===== src/logic/result_logger_map.vh =====
// Purpose: Constants for the shared memory result logger.
// Assumes: One 20 MHz clock, synchronous active-low reset.
// Notes: Addresses are byte addresses in the 24-bit shared space.
// Functional notes
// - Shared storage off by default; results kept locally only, no shared writes.
// - Shared storage on: each result after block start and before operation complete goes to next shared address and local memory.
//   Here a result arriving while a shared write still awaits ready goes to local memory only.
// - Shared region spans up to 12 megabytes, open to any backplane instrument.
// - Continuous mode: operation complete set once the sized region is filled.
// - Results stored equal region size in bytes divided by eight, one record each.
// - Continuous mode: pointer wraps to start when the full space is filled.
// - Latest result is still kept locally so a fetch returns it.
// - Minimum resolution calibrates once per block, otherwise before every measurement.
// - After reset the base address holds its default and reads back.
// - In continuous mode, after all results are stored, operation complete reads as one.
`ifndef RESULT_LOGGER_MAP_VH
`define RESULT_LOGGER_MAP_VH
`define RL_ADDR_W 24
`define RL_REC_BYTES 24'h000008
`define RL_REC_SHIFT 3
`define RL_SPACE_BYTES 24'hC00000
`define RL_BASE_RST 24'h200000
`define RL_SIZE_RST 24'h000000
`define RL_LOCAL_DEPTH_LOG2 4
`endif


===== src/logic/result_store.v =====
// Purpose: Small local result memory with registered read data.
// Assumes: Single clock, one write and one read port.
// Notes: Read data appear one cycle after the read address.
`timescale 1ns/1ns
`default_nettype none
module result_store #(
	parameter AW = 4,
	parameter DW = 64
) (
	input wire clk_i,
	input wire we_i,
	input wire [AW-1:0] waddr_i,
	input wire [DW-1:0] wdata_i,
	input wire [AW-1:0] raddr_i,
	output reg [DW-1:0] rdata_o
);
	reg [DW-1:0] mem [0:(1<<AW)-1];

	always @(posedge clk_i) begin
		if (we_i) begin
			mem[waddr_i] <= wdata_i;
		end
		rdata_o <= mem[raddr_i];
	end
endmodule
`default_nettype wire


===== src/logic/shared_memory_result_logger.v =====
// Purpose: Copies measurement results into the shared A24 region and each one into a local store.
// Assumes: Results arrive as one-cycle strobes; backplane writer accepts with a ready.
// Notes: Region base and size are plain configuration ports, no register bus.
`timescale 1ns/1ns
`default_nettype none
`include "result_logger_map.vh"
module shared_memory_result_logger #(
	parameter DW = 64,
	parameter LAW = `RL_LOCAL_DEPTH_LOG2
) (
	input wire CORE_CLK_I,
	input wire RST_N_I,
	input wire SHARED_EN_I,
	input wire CONT_MODE_I,
	input wire MIN_RES_I,
	input wire BASE_WE_I,
	input wire [23:0] BASE_I,
	input wire SIZE_WE_I,
	input wire [23:0] SIZE_I,
	input wire BLOCK_START_I,
	input wire RESULT_VALID_I,
	input wire [DW-1:0] RESULT_I,
	input wire MEM_READY_I,
	input wire FETCH_I,
	input wire [LAW-1:0] FETCH_IDX_I,
	output reg [23:0] BASE_O,
	output reg [23:0] SIZE_O,
	output reg MEM_WR_O,
	output reg [23:0] MEM_ADDR_O,
	output reg [DW-1:0] MEM_DATA_O,
	output reg OPC_O,
	output reg CAL_REQ_O,
	output reg [DW-1:0] LATEST_O,
	output reg [LAW-1:0] LOCAL_COUNT_O,
	output reg [DW-1:0] FETCH_DATA_O,
	output reg FETCH_VALID_O
);
	////////////////////////////////////////////////////////////////////
	localparam ST_IDLE = 2'b00;
	localparam ST_WRITE = 2'b01;

	reg [1:0] state_q, state_d;
	reg [23:0] wptr_q, wptr_d;
	reg [20:0] stored_q, stored_d;
	reg [20:0] limit;
	reg in_block_q;
	reg [LAW-1:0] lwr_q;
	reg fetch_q;
	wire [DW-1:0] store_rdata;
	wire take_shared;
	wire [23:0] next_ptr;
	wire space_end;

	always @* begin
		limit = SIZE_O[23:`RL_REC_SHIFT];
	end
	// Accept a result for shared storage only when enabled and after a block start
	assign take_shared = RESULT_VALID_I && SHARED_EN_I && in_block_q;
	assign next_ptr = wptr_q + `RL_REC_BYTES;
	assign space_end = (next_ptr - BASE_O) >= `RL_SPACE_BYTES;

	////////////////////////////////////////////////////////////////////
	// Configuration: base defaults at reset and reads back
	always @(posedge CORE_CLK_I) begin
		if (!RST_N_I) begin
			BASE_O <= `RL_BASE_RST;
			SIZE_O <= `RL_SIZE_RST;
		end else begin
			if (BASE_WE_I) begin
				BASE_O <= BASE_I;
			end
			if (SIZE_WE_I) begin
				// Clamp to the full space so the region never exceeds it
				SIZE_O <= (SIZE_I > `RL_SPACE_BYTES) ? `RL_SPACE_BYTES : SIZE_I;
			end
		end
	end

	////////////////////////////////////////////////////////////////////
	// Shared-region writer
	always @* begin
		state_d = state_q;
		wptr_d = wptr_q;
		stored_d = stored_q;
		case (state_q)
			ST_IDLE: begin
				if (take_shared && !OPC_O) begin
					state_d = ST_WRITE;
				end
			end
			ST_WRITE: begin
				if (MEM_READY_I) begin
					state_d = ST_IDLE;
					stored_d = stored_q + 21'h000001;
					if (CONT_MODE_I && space_end) begin
						wptr_d = BASE_O;
					end else begin
						wptr_d = next_ptr;
					end
				end
			end
			default: begin
				state_d = ST_IDLE;
			end
		endcase
		// A write in flight still completes: dropping it would break hold-until-ready
		if (BLOCK_START_I) begin
			wptr_d = BASE_O;
			stored_d = 21'h000000;
		end
	end

	always @(posedge CORE_CLK_I) begin
		if (!RST_N_I) begin
			state_q <= ST_IDLE;
			wptr_q <= `RL_BASE_RST;
			stored_q <= 21'h000000;
			in_block_q <= 1'b0;
			MEM_WR_O <= 1'b0;
			MEM_ADDR_O <= 24'h000000;
			MEM_DATA_O <= {DW{1'b0}};
			OPC_O <= 1'b0;
		end else begin
			state_q <= state_d;
			wptr_q <= wptr_d;
			stored_q <= stored_d;
			if (BLOCK_START_I) begin
				in_block_q <= 1'b1;
			end
			if (state_q == ST_IDLE && state_d == ST_WRITE) begin
				MEM_WR_O <= 1'b1;
				MEM_ADDR_O <= wptr_q;
				MEM_DATA_O <= RESULT_I;
			end else if (state_q == ST_WRITE && MEM_READY_I) begin
				MEM_WR_O <= 1'b0;
			end
			if (BLOCK_START_I) begin
				OPC_O <= 1'b0;
			end else if (CONT_MODE_I && limit != 21'h000000 && stored_d >= limit) begin
				OPC_O <= 1'b1;
			end
		end
	end

	////////////////////////////////////////////////////////////////////
	// Calibration request: once per block at minimum resolution
	always @(posedge CORE_CLK_I) begin
		if (!RST_N_I) begin
			CAL_REQ_O <= 1'b0;
		end else begin
			if (BLOCK_START_I) begin
				CAL_REQ_O <= 1'b1;
			end else if (RESULT_VALID_I) begin
				// Calibrate ahead of the next measurement unless minimum resolution
				CAL_REQ_O <= !MIN_RES_I;
			end else begin
				CAL_REQ_O <= 1'b0;
			end
		end
	end

	////////////////////////////////////////////////////////////////////
	// Local result store, always written
	always @(posedge CORE_CLK_I) begin
		if (!RST_N_I) begin
			lwr_q <= {LAW{1'b0}};
			LOCAL_COUNT_O <= {LAW{1'b0}};
			LATEST_O <= {DW{1'b0}};
			fetch_q <= 1'b0;
			FETCH_VALID_O <= 1'b0;
			FETCH_DATA_O <= {DW{1'b0}};
		end else begin
			fetch_q <= FETCH_I;
			FETCH_VALID_O <= fetch_q;
			if (fetch_q) begin
				FETCH_DATA_O <= store_rdata;
			end
			if (RESULT_VALID_I) begin
				lwr_q <= lwr_q + {{(LAW-1){1'b0}}, 1'b1};
				LOCAL_COUNT_O <= lwr_q;
				LATEST_O <= RESULT_I;
			end
		end
	end

	result_store #(
		.AW(LAW),
		.DW(DW)
	) u_store (
		.clk_i(CORE_CLK_I),
		.we_i(RESULT_VALID_I),
		.waddr_i(lwr_q),
		.wdata_i(RESULT_I),
		.raddr_i(FETCH_IDX_I),
		.rdata_o(store_rdata)
	);
endmodule
`default_nettype wire


===== config.mk =====
export PLATFORM = sky130hd
export DESIGN_NAME = shared_memory_result_logger
export DESIGN_NICKNAME = d
export VERILOG_FILES = /design/src/logic/result_store.v /design/src/logic/shared_memory_result_logger.v
export VERILOG_INCLUDE_DIRS = /design/src /design/src/logic
export SDC_FILE = /design/constraint.sdc
export NUM_CORES = 1
export LEC_CHECK = 0
export ABC_AREA = 1
export ABC_CLOCK_PERIOD_IN_PS = 6150
export BUFFER_PORTS_ARGS = -buffer_cell sky130_fd_sc_hd__buf_4
export CAP_MARGIN = 40
export CORE_MARGIN = 2
export CORE_UTILIZATION = 24
export CTS_BUF_LIST = sky130_fd_sc_hd__clkbuf_8
export DETAILED_ROUTE_END_ITERATION = 8
export GPL_TIMING_DRIVEN = 1
export HOLD_SLACK_MARGIN = 0.1
export PLACE_DENSITY = 0.47
export SYNTH_ARGS = -nofsm -noshare
export SYNTH_HDL_FRONTEND = slang
export SYNTH_SLANG_ARGS = --single-unit

===== constraint.sdc =====
create_clock -name CORE_CLK_I -period 6.15 [get_ports CORE_CLK_I]
set_input_delay 0.615 -clock CORE_CLK_I [delete_from_list [all_inputs] [get_ports CORE_CLK_I]]
set_output_delay 0.615 -clock CORE_CLK_I [all_outputs]
set_load 0.05 [all_outputs]

-- Word-level counts from Yosys, hierarchy flattened
Memories as Yosys holds them, arrays and structs flattened. A register that Yosys moved wholly into a read port is not among the register bits.
Index checks and enable logic that the tools add are counted.
- register bits: 325
- RAM bits: 1024
- input port bits: 127
- output and inout port bits: 272
- logic and storage cells: 62
- memories: 1
- memories (name ; words ; width ; read ports ; clocked after Yosys merged registers in ; wr ports ; line ; source):
    u_store.mem ; 16 ; 64 ; 1 ; 1 ; 1 ; result_store.v:17 ; reg [DW-1:0] mem [0:(1<<AW)-1];
- add/sub/neg operators: 4
- order comparisons: 3
- equality and inequality tests: 2
- muxes and demuxes: 17
- bitwise logic cells: 1
- reduce and logical (&&, ||, !) cells: 17
- operators with widths (kind ; number):
    24-bit 2-to-1 mux ; 5
    21-bit 2-to-1 mux ; 3
    24-bit by 4-bit adder with 24-bit output, second input constant ; 1
    24-bit >= comparator, second input constant ; 1
    24-bit > comparator, second input constant ; 1
    24-bit subtractor ; 1
    21-bit by 1-bit adder with 21-bit output, second input constant ; 1
    21-bit >= comparator ; 1
    21-bit nonzero test ; 1
    1-bit logical AND ; 8
    1-bit 2-to-1 mux ; 6
    2-bit nonzero test ; 3
    4-bit by 1-bit adder with 4-bit output, second input constant ; 1
    2-bit by 1-bit equality test with 1-bit output, second input constant ; 2
    2-bit 2-to-1 mux ; 2
    2-bit case mux with 2 select lines ; 1
    1-bit zero test ; 2
    2-bit zero test ; 1
    2-bit AND reduction ; 1
    2-bit OR reduction ; 1
    1-bit inverter ; 1

-- Longest topological paths before layout
Gate-level depths: netlist of the first run.
- depth in word-level cells: 8
- mapped depth: 25
- mapped depth without buffers: 24

-- Modules after synthesis
A second synthesis of the first run with hierarchy kept.
- cells, all modules: 6103
- area total of the unflattened synthesis: 59221.8 um^2
- modules (own cells, without submodules) (module ; times used ; cells each ; area each (um^2) ; seq. area each (um^2)):
    result_store ; 1 ; 4210 ; 45285.9 ; 32030.7
    shared_memory_result_logger ; 1 ; 1893 ; 13935.9 ; 6506.2

-- Worst setup path before layout of the first run
No wires, ideal clock.
- path type: input-to-reg
- start: input RESULT_VALID_I
- end: memory u_store.mem[8][0] (enable)
- setup time: 0.486 ns
- arrival: 3.976 ns
- required time: 5.664 ns
- setup slack: 1.688 ns
- stages: 4
- buffers on the path: 2
- path through: clkbuf_1 clkbuf_1 nand2_1 nor2_1
- word-level cells in the longest chain between the ends: 2
- RTL lines (item ; line ; source):
    start, declared ; shared_memory_result_logger.v:21 ; input wire RESULT_VALID_I,
    1-bit 2-to-1 mux ; result_store.v:20 ; if (we_i) begin
    1-bit 2-to-1 mux (implied by the code) ; result_store.v:21 ; mem[waddr_i] <= wdata_i;
    end, declared ; result_store.v:17 ;
Every way passes these cells.

-- Final worst setup path of the first run
- start: register wptr_q[3]
- end: register wptr_q[2]
- word-level cells in the longest chain between the ends: 8
- RTL lines (item ; line ; source):
    start, declared ; shared_memory_result_logger.v:43 ; reg [23:0] wptr_q, wptr_d;
    start signal, assigned ; shared_memory_result_logger.v:116 ; wptr_q <= `RL_BASE_RST;
    start signal, assigned ; shared_memory_result_logger.v:125 ; wptr_q <= wptr_d;
    24-bit by 4-bit adder with 24-bit output (no source line) ; -- ;
    24-bit subtractor ; shared_memory_result_logger.v:60 ; assign space_end = (next_ptr - BASE_O) >= `RL_SPACE_BYTES;
    24-bit >= comparator (no source line) ; -- ;
    1-bit logical AND ; shared_memory_result_logger.v:95 ; if (CONT_MODE_I && space_end) begin
    24-bit 2-to-1 mux ; shared_memory_result_logger.v:95 ;
    24-bit 2-to-1 mux ; shared_memory_result_logger.v:92 ; if (MEM_READY_I) begin
    24-bit 2-to-1 mux ; shared_memory_result_logger.v:85 ; case (state_q)
    24-bit 2-to-1 mux ; shared_memory_result_logger.v:107 ; if (BLOCK_START_I) begin
Every way passes these cells. The select of a mux whose other input is x is not followed.
A chain may end at the register's enable or synchronous reset.

==> impl_metrics.ini, run 1 <==
[status]
status = completed

[power_and_ir_drop]
p_switching_uw = 5468
power.share.combinational = 0.090
powerDensity_mw_per_mm2 = 308.7
internal-power_uw = 15810
pwr-share-seq = 0.496
p_leak_uw = 0.02606
p_sw_frac = 0.2569
p_clk_frac = 0.414
vdd_drop_max_mv = 0.1586

[yosys]
synthesis.area_sq_mm = 0.05577
yosys.area.top_type = edfxtp_1
synth_cell_types = 39
synth_edf_count = 1024
yosysSeqAreaShare = 0.6909
synthArstFlopShare = 0
synth-simple-area-share = 0.06351
synth_area_leaders = edfxtp_1 (55%), dfxtp_1 (14%), o21ai_0 (5.4%)
syn_avg_cell_area_sq_um = 11.94
synth.top_cell.area_share = 0.5513
synth-xor-area-share = 0.004397
synth_seq_cells = 1413
yosys-top-cells-count = edfxtp_1 (1,024), o21ai_0 (598), inv_1 (467), a21oi_1 (430), nor2_1 (401)
synth_compound_area_frac = 0.1310
synth_most_common_cell = edfxtp_1
synthAdderAreaFrac = 0.01122
muxShareOfSynthArea = 0.04594
ys.flop_type = edfxtp_1
synth_top_family_by_area = compound AO/OA/AOI/OAI gates
synth_cells = 4673
ys_warn_count = 0
synth_nets = 4850

[clock_network]
numClockSinks = 1413
htreeDepth = 5
clock_path_buffers = 4
postCtsSetupRepairBufs = 0
cts_root_buf = clkbuf_8
cts_resized = 0
cts_buffers = 277
path_clk_slew_ps = 60
clock_latency_ps = 990
cts_tree = yes

[detailed_routing]
initialDrtViolationCount = 2326
via_count = 37310
ant_nets = 0
wl_per_cell_um = 19.70
drc = 0
routed_via_density = 4.390
dr.pass1.iters = 5
wirelength_um = 167400

[die]
core-area_sq_mm = 0.2306
chipWidth_um = 486.1
ios = 399
dieArea_sq_mm = 0.2363
initial_utilization = 0.2419
rows = 176
dieHeight_um = 486.1

[setup_path]
critPathBufInv = 3
startpoint_type = register
critPathArrivalTime_ps = 4870
slowest_stage = nand2_4
rr_worst_depth = 23
r2r_end = wptr_q[2]
cp_cell_sequence = ha_1, nand3_1, inv_2, nand2_4, nor3b_1, nand2_1, o21ai_0, inv_1, ha_1, nand2_1, nor2_1, nand2_1, nor2_1, nand2_1, nand3_1, inv_1, nand2_1, nand2_2, nand2_4, nand2_2, nand3_1, nand2_1, nor2_1
rr_startpoint = wptr_q[3]
end_kind = register
crit_fanout = 41
critPathTopFamily = simple AND/OR/NAND/NOR gates
cpMostUsedCell = nand2_1
worstSetupPathType = reg2reg
cpPeakStageDelay_ps = 440
crit_required_ps = 6980
r2r_setup_slack_ps = 2120

[global_routing]
grtUsageTotal = 0.1379
grt_pass1_wl_um = 246300
antenna_found_initial = 13
grt_pass1_vias = 37750
grt_max_degree = 165
grt_overflow = 0

[timing]
fmax_mhz = 248.0
worst_slew_pin_slew_ps = 1074
fin_setup_tns_ps = 0
rsz0062_at_grt = no
fin_crit_ps = 4032
final-setup-viol-count = 0
final-hold-violation-count = 0
slew_viol_final = 0
clock_skew_ps = 70.84
slew-limit-headroom = 0.2843
min_period_over_period = 0.6556

[finish]
drive_gt1_frac = 0.1579
fin_area_sq_mm = 0.06894
syn_to_final_growth_pct = 23.61
register_area_sq_mm = 0.03854
multi_input_area_sq_mm = 0.01441
n_fill_cell = 23520
final_nets = 5446

[worst_hold_path]
worstHoldPathCells = 3
hp-start = RST_N_I
min_path_type = in2reg
whs_endpoint = MEM_DATA_O[6]

[placement]
finalWeightedCongestion = 0.7744
place_area_sq_mm = 0.06237
post-dp-hpwl_um = 92080
portBuffers = 398

[flow_run]
maxCapViolCount = 0
-- tightest hold or removal path: cells and delay by family --
family	cells	cell delay [ps]
buffers and inverters	1	250
AOI/OAI and AO/OA	2	230
-- how the worst max path moves through the flow --
stage / endpoint / from / depth (start not counted) / slack, ps
after global routing: wptr_q[4] / wptr_q[3] / 22 / 1670
after CTS: wptr_q[21] / wptr_q[3] / 22 / 2120
after detailed placement: wptr_q[21] / wptr_q[3] / 22 / 2150
final: wptr_q[2] / wptr_q[3] / 23 / 2120
after floorplan: u_store.mem[8][0] / RESULT_VALID_I / 4 / 1690
after global placement: wptr_q[21] / wptr_q[4] / 23 / 2260
-- layer usage --
metal / global-route usage / part of all wire
met1: 0.1827 / 0.46
met4: 0.03743 / 0.021
met2: 0.2234 / 0.46
met3: 0.03411 / 0.061
met5: 0 / 0.000078
-- final cells by class --
type,count,area share
antenna,6,0.0002178
clock buffer,309,0.06169
clock inverter,166,0.01169
inverter,475,0.02608
multi-input combinational,2492,0.2090
sequential,1413,0.5590
tap,3026,0.05492
timing repair buffer,610,0.07740
-- cell usage in the layout, fill, tap and decap left out, types with 6 or more instances in the layout --
cell type / n
a21oi_1: 430
xnor2_1: 9
nand2_2: 9
buf_4: 430
o21ai_0: 598
diode_2: 6
o211ai_1: 258
xor2_1: 19
a21oi_2: 18
dfxtp_1: 388
buf_12: 22
nor3_1: 13
nor2_4: 17
nor4_1: 12
ha_1: 50
clkinv_2: 18
nand2_1: 246
nor2_1: 385
nand3_1: 125
clkinv_1: 40
edfxtp_1: 1024
inv_1: 565
dlygate4sd3_1: 150
mux2i_1: 256
nand4_1: 23
clkbuf_8: 309
-- flip-flops by register name (all words and copies together) (netlist names), 2 cells and up --
| register | flops |
|---|---|
| BASE_O | 24 |
| FETCH_DATA_O | 64 |
| LOCAL_COUNT_O | 4 |
| LATEST_O | 64 |
| state_q | 2 |
| stored_q | 21 |
| SIZE_O | 24 |
| u_store.mem | 1024 |
| u_store.rdata_o | 64 |
| MEM_DATA_O | 64 |
| MEM_ADDR_O | 24 |
| lwr_q | 4 |
| wptr_q | 24 |
-- per-stage QoR --
| step | total power (uW) | hold WS [ps] | utilization | worst slack (ps) | cells |
|---|---|---|---|---|---|
| 5_1_grt | 22200 | 143.0 | 0.2990 | 1673 | 8493 |
| 6_report | 21280 | 215.1 | 0.2990 | 2118 | 8497 |
| 4_1_cts | 21630 | 104.2 | 0.2989 | 2124 | 8491 |
| 3_3_place_gp | 12600 | 432.7 | 0.2697 | 2257 | 7858 |
| 2_1_floorplan | 11860 | 430.7 | - | 1688 | 4673 |
| 3_5_place_dp | 12630 | 437.4 | 0.2705 | 2148 | 7866 |
-- timing repair --
| action | 4_1_cts | 5_1_grt |
|---|---|---|
| endpoints found under the setup margin | 0 | 0 |
| hold endpoints to repair | 1217 | 0 |
| hold buffers | 150 | 0 |
-- power groups by stage --
stage               clock network, uW  logic (uW)  registers (uW)
global placement                    0        1840           10800
finish                           8800        1920           10600
CTS                              9110        1950           10600
floorplan                           0         792           11100
global route                     9520        2100           10600
detailed placement                  0        1870           10800
-- cell families (layout without fill, tap and decap cells) --
family,Yosys count,after routing
simple gates,844,844
xor+xnor,28,28
fa+ha+maj,50,50
mux,256,256
other cells,1,7
flops,1413,1413
compound gates,1313,1313
buf+inv,768,1560
(Power assumes the default switching activity.)
==> inputs of run 2 (changes only) <==
- ABC_CLOCK_PERIOD_IN_PS: 6150 -> 4000
- clock period: 6.15 -> 4 ns (I/O delays scaled with it)
==> run 2 against run 1 <==
  * Sequential share of layout area is 0.53 points lower
  * Non-clock buffer count is 63 higher
  * Routed wire length is 0.51% higher
  * Combinational power is 58% higher
  * Sequential power is 53% higher
  * Cell count is 0.82% higher
  * Critical path type unchanged
  * Largest cell class unchanged
==> impl_metrics.ini, run 2 (synthesis gave the netlist of run 1 again) <==
[status]
status = completed

[detailed_routing]
drc = 0
ant_nets = 0
wirelength_um = 168200
wl_per_cell_um = 19.63
dr.pass1.iters = 5
initialDrtViolationCount = 2351
routed_via_density = 4.401
via_count = 37710

[finish]
largest_reg_flops = 1024
final_nets = 5511
top_register = u_store.mem
final_cell_mix = edfxtp_1 (1,024), o21ai_0 (597), inv_1 (575)
syn_to_final_growth_pct = 24.78
fin_util = 0.3019
drive_gt1_frac = 0.1589
layout_commonest_cell = edfxtp_1

[timing]
fin_setup_tns_ps = 0
final-setup-viol-count = 0
fin_hold_ws_ps = 182.8
worst_slew_pin_slew_ps = 917.7
slew_viol_final = 0
min_period_over_period = 0.9203
slew-limit-headroom = 0.3882
fmax_mhz = 271.6
fin_crit_ps = 3681
clock_skew_ps = 73.65
final-hold-violation-count = 0
rsz0062_at_grt = no

[setup_path]
crit_fanout = 16
startpoint_type = register
cpMostUsedCell = nand2_1
cpPeakStageDelay_ps = 380
end_kind = register
rr_worst_depth = 23
rr_startpoint = wptr_q[4]
r2r_setup_slack_ps = 320
crit_required_ps = 4820
r2r_end = wptr_q[8]
slowest_stage = dfxtp_1
critPathArrivalTime_ps = 4500
critPathTopFamily = simple AND/OR/NAND/NOR gates
cp_cell_sequence = ha_1, nand3_1, inv_2, nand2_4, nor3b_2, nand2_1, o21ai_1, inv_1, ha_1, nand2_1, nor2_1, nand2_1, nor2_1, nand2_1, nand4_1, nand2_1, nor2_1, nand2_4, buf_4, nand3_1, nand2_1, nor2_1, nor2_1
critPathBufInv = 3
worstSetupPathType = reg2reg

[worst_hold_path]
min_path_type = in2reg
whs_endpoint = MEM_WR_O
hp-start = SHARED_EN_I
worstHoldPathCells = 4

[die]
initial_utilization = 0.2419
dieArea_sq_mm = 0.2363
core-area_sq_mm = 0.2306
ios = 399
dieHeight_um = 486.1
rows = 176
chipWidth_um = 486.1

[global_routing]
antenna_found_initial = 9
grtUsageTotal = 0.1384
grt_pass1_vias = 37940
grt_max_degree = 141
grt_overflow = 0
grt_pass1_wl_um = 246400

[clock_network]
clock_latency_ps = 980
htreeDepth = 5
cts_root_buf = clkbuf_8
clock_path_buffers = 4
cts_buffers = 279
numClockSinks = 1413
path_clk_slew_ps = 60
cts_tree = yes

[power_and_ir_drop]
p_leak_uw = 0.02634
vdd_drop_max_mv = 0.2277
powerDensity_mw_per_mm2 = 469.1

[flow_run]
maxCapViolCount = 0

[placement]
finalWeightedCongestion = 0.7713
post-dp-hpwl_um = 92780
portBuffers = 398
-- run 2: tightest hold or removal path, delay by kind of cell --
family | cells | cell delay [ps]
buf+inv | 2 | 350
simple gates | 1 | 190
compound gates | 1 | 160
-- run 2: per-stage QoR --
stage	power [uW]	instances	instance area, sq um	setup slack [ps]
after floorplan	18240	4673	55770	-247.2
after global placement	19410	7880	62480	268.6
after detailed placement	19440	7886	62620	134.1
after CTS	33220	8557	69560	105.8
after global routing	34060	8559	69580	29.65
final	32650	8567	69600	318.7
-- run 2: layer usage --
metal	wire, um	vias to the layer above	GRT usage
met1	78200	18370	0.1874
met3	10330	269	0.03165
met2	75950	1070	0.2200
met5	0	-	0
met4	3738	0	0.04054
li1	-	18000	-
-- run 2: worst max path at each step --
stage / cells past startpoint / slack [ps] / to / from
detailed placement: 23 / 130 / wptr_q[8] / wptr_q[3]
global placement: 24 / 270 / wptr_q[11] / wptr_q[4]
finish: 23 / 320 / wptr_q[8] / wptr_q[4]
CTS: 23 / 110 / wptr_q[8] / wptr_q[4]
global route: 23 / 30 / wptr_q[11] / wptr_q[4]
floorplan: 4 / -250 / u_store.mem[8][0] / RESULT_VALID_I
-- run 2: cell type report --
cell class	instances	area (sq um)
fill	23470	161000
tap	3026	3786
timing repair buffer	673	6017
clock buffer	303	4170
clock inverter	175	845.8
antenna	10	25.02
multi-input combinational	2492	14410
sequential	1413	38540
inverter	475	1798
-- run 2: report_power, final --
group	total, uW	internal [uW]	switching (uW)
clock network	13400	7240	6150
registers	16200	16100	163
logic	3040	957	2080
total	32700	24300	8400
-- run 2: repair_timing --
action,in CTS,in global routing
hold buffers,193,0
buffers inserted,0,0
endpoints found under the setup margin,0,19
resized for setup,0,3
hold endpoints to repair,1302,0
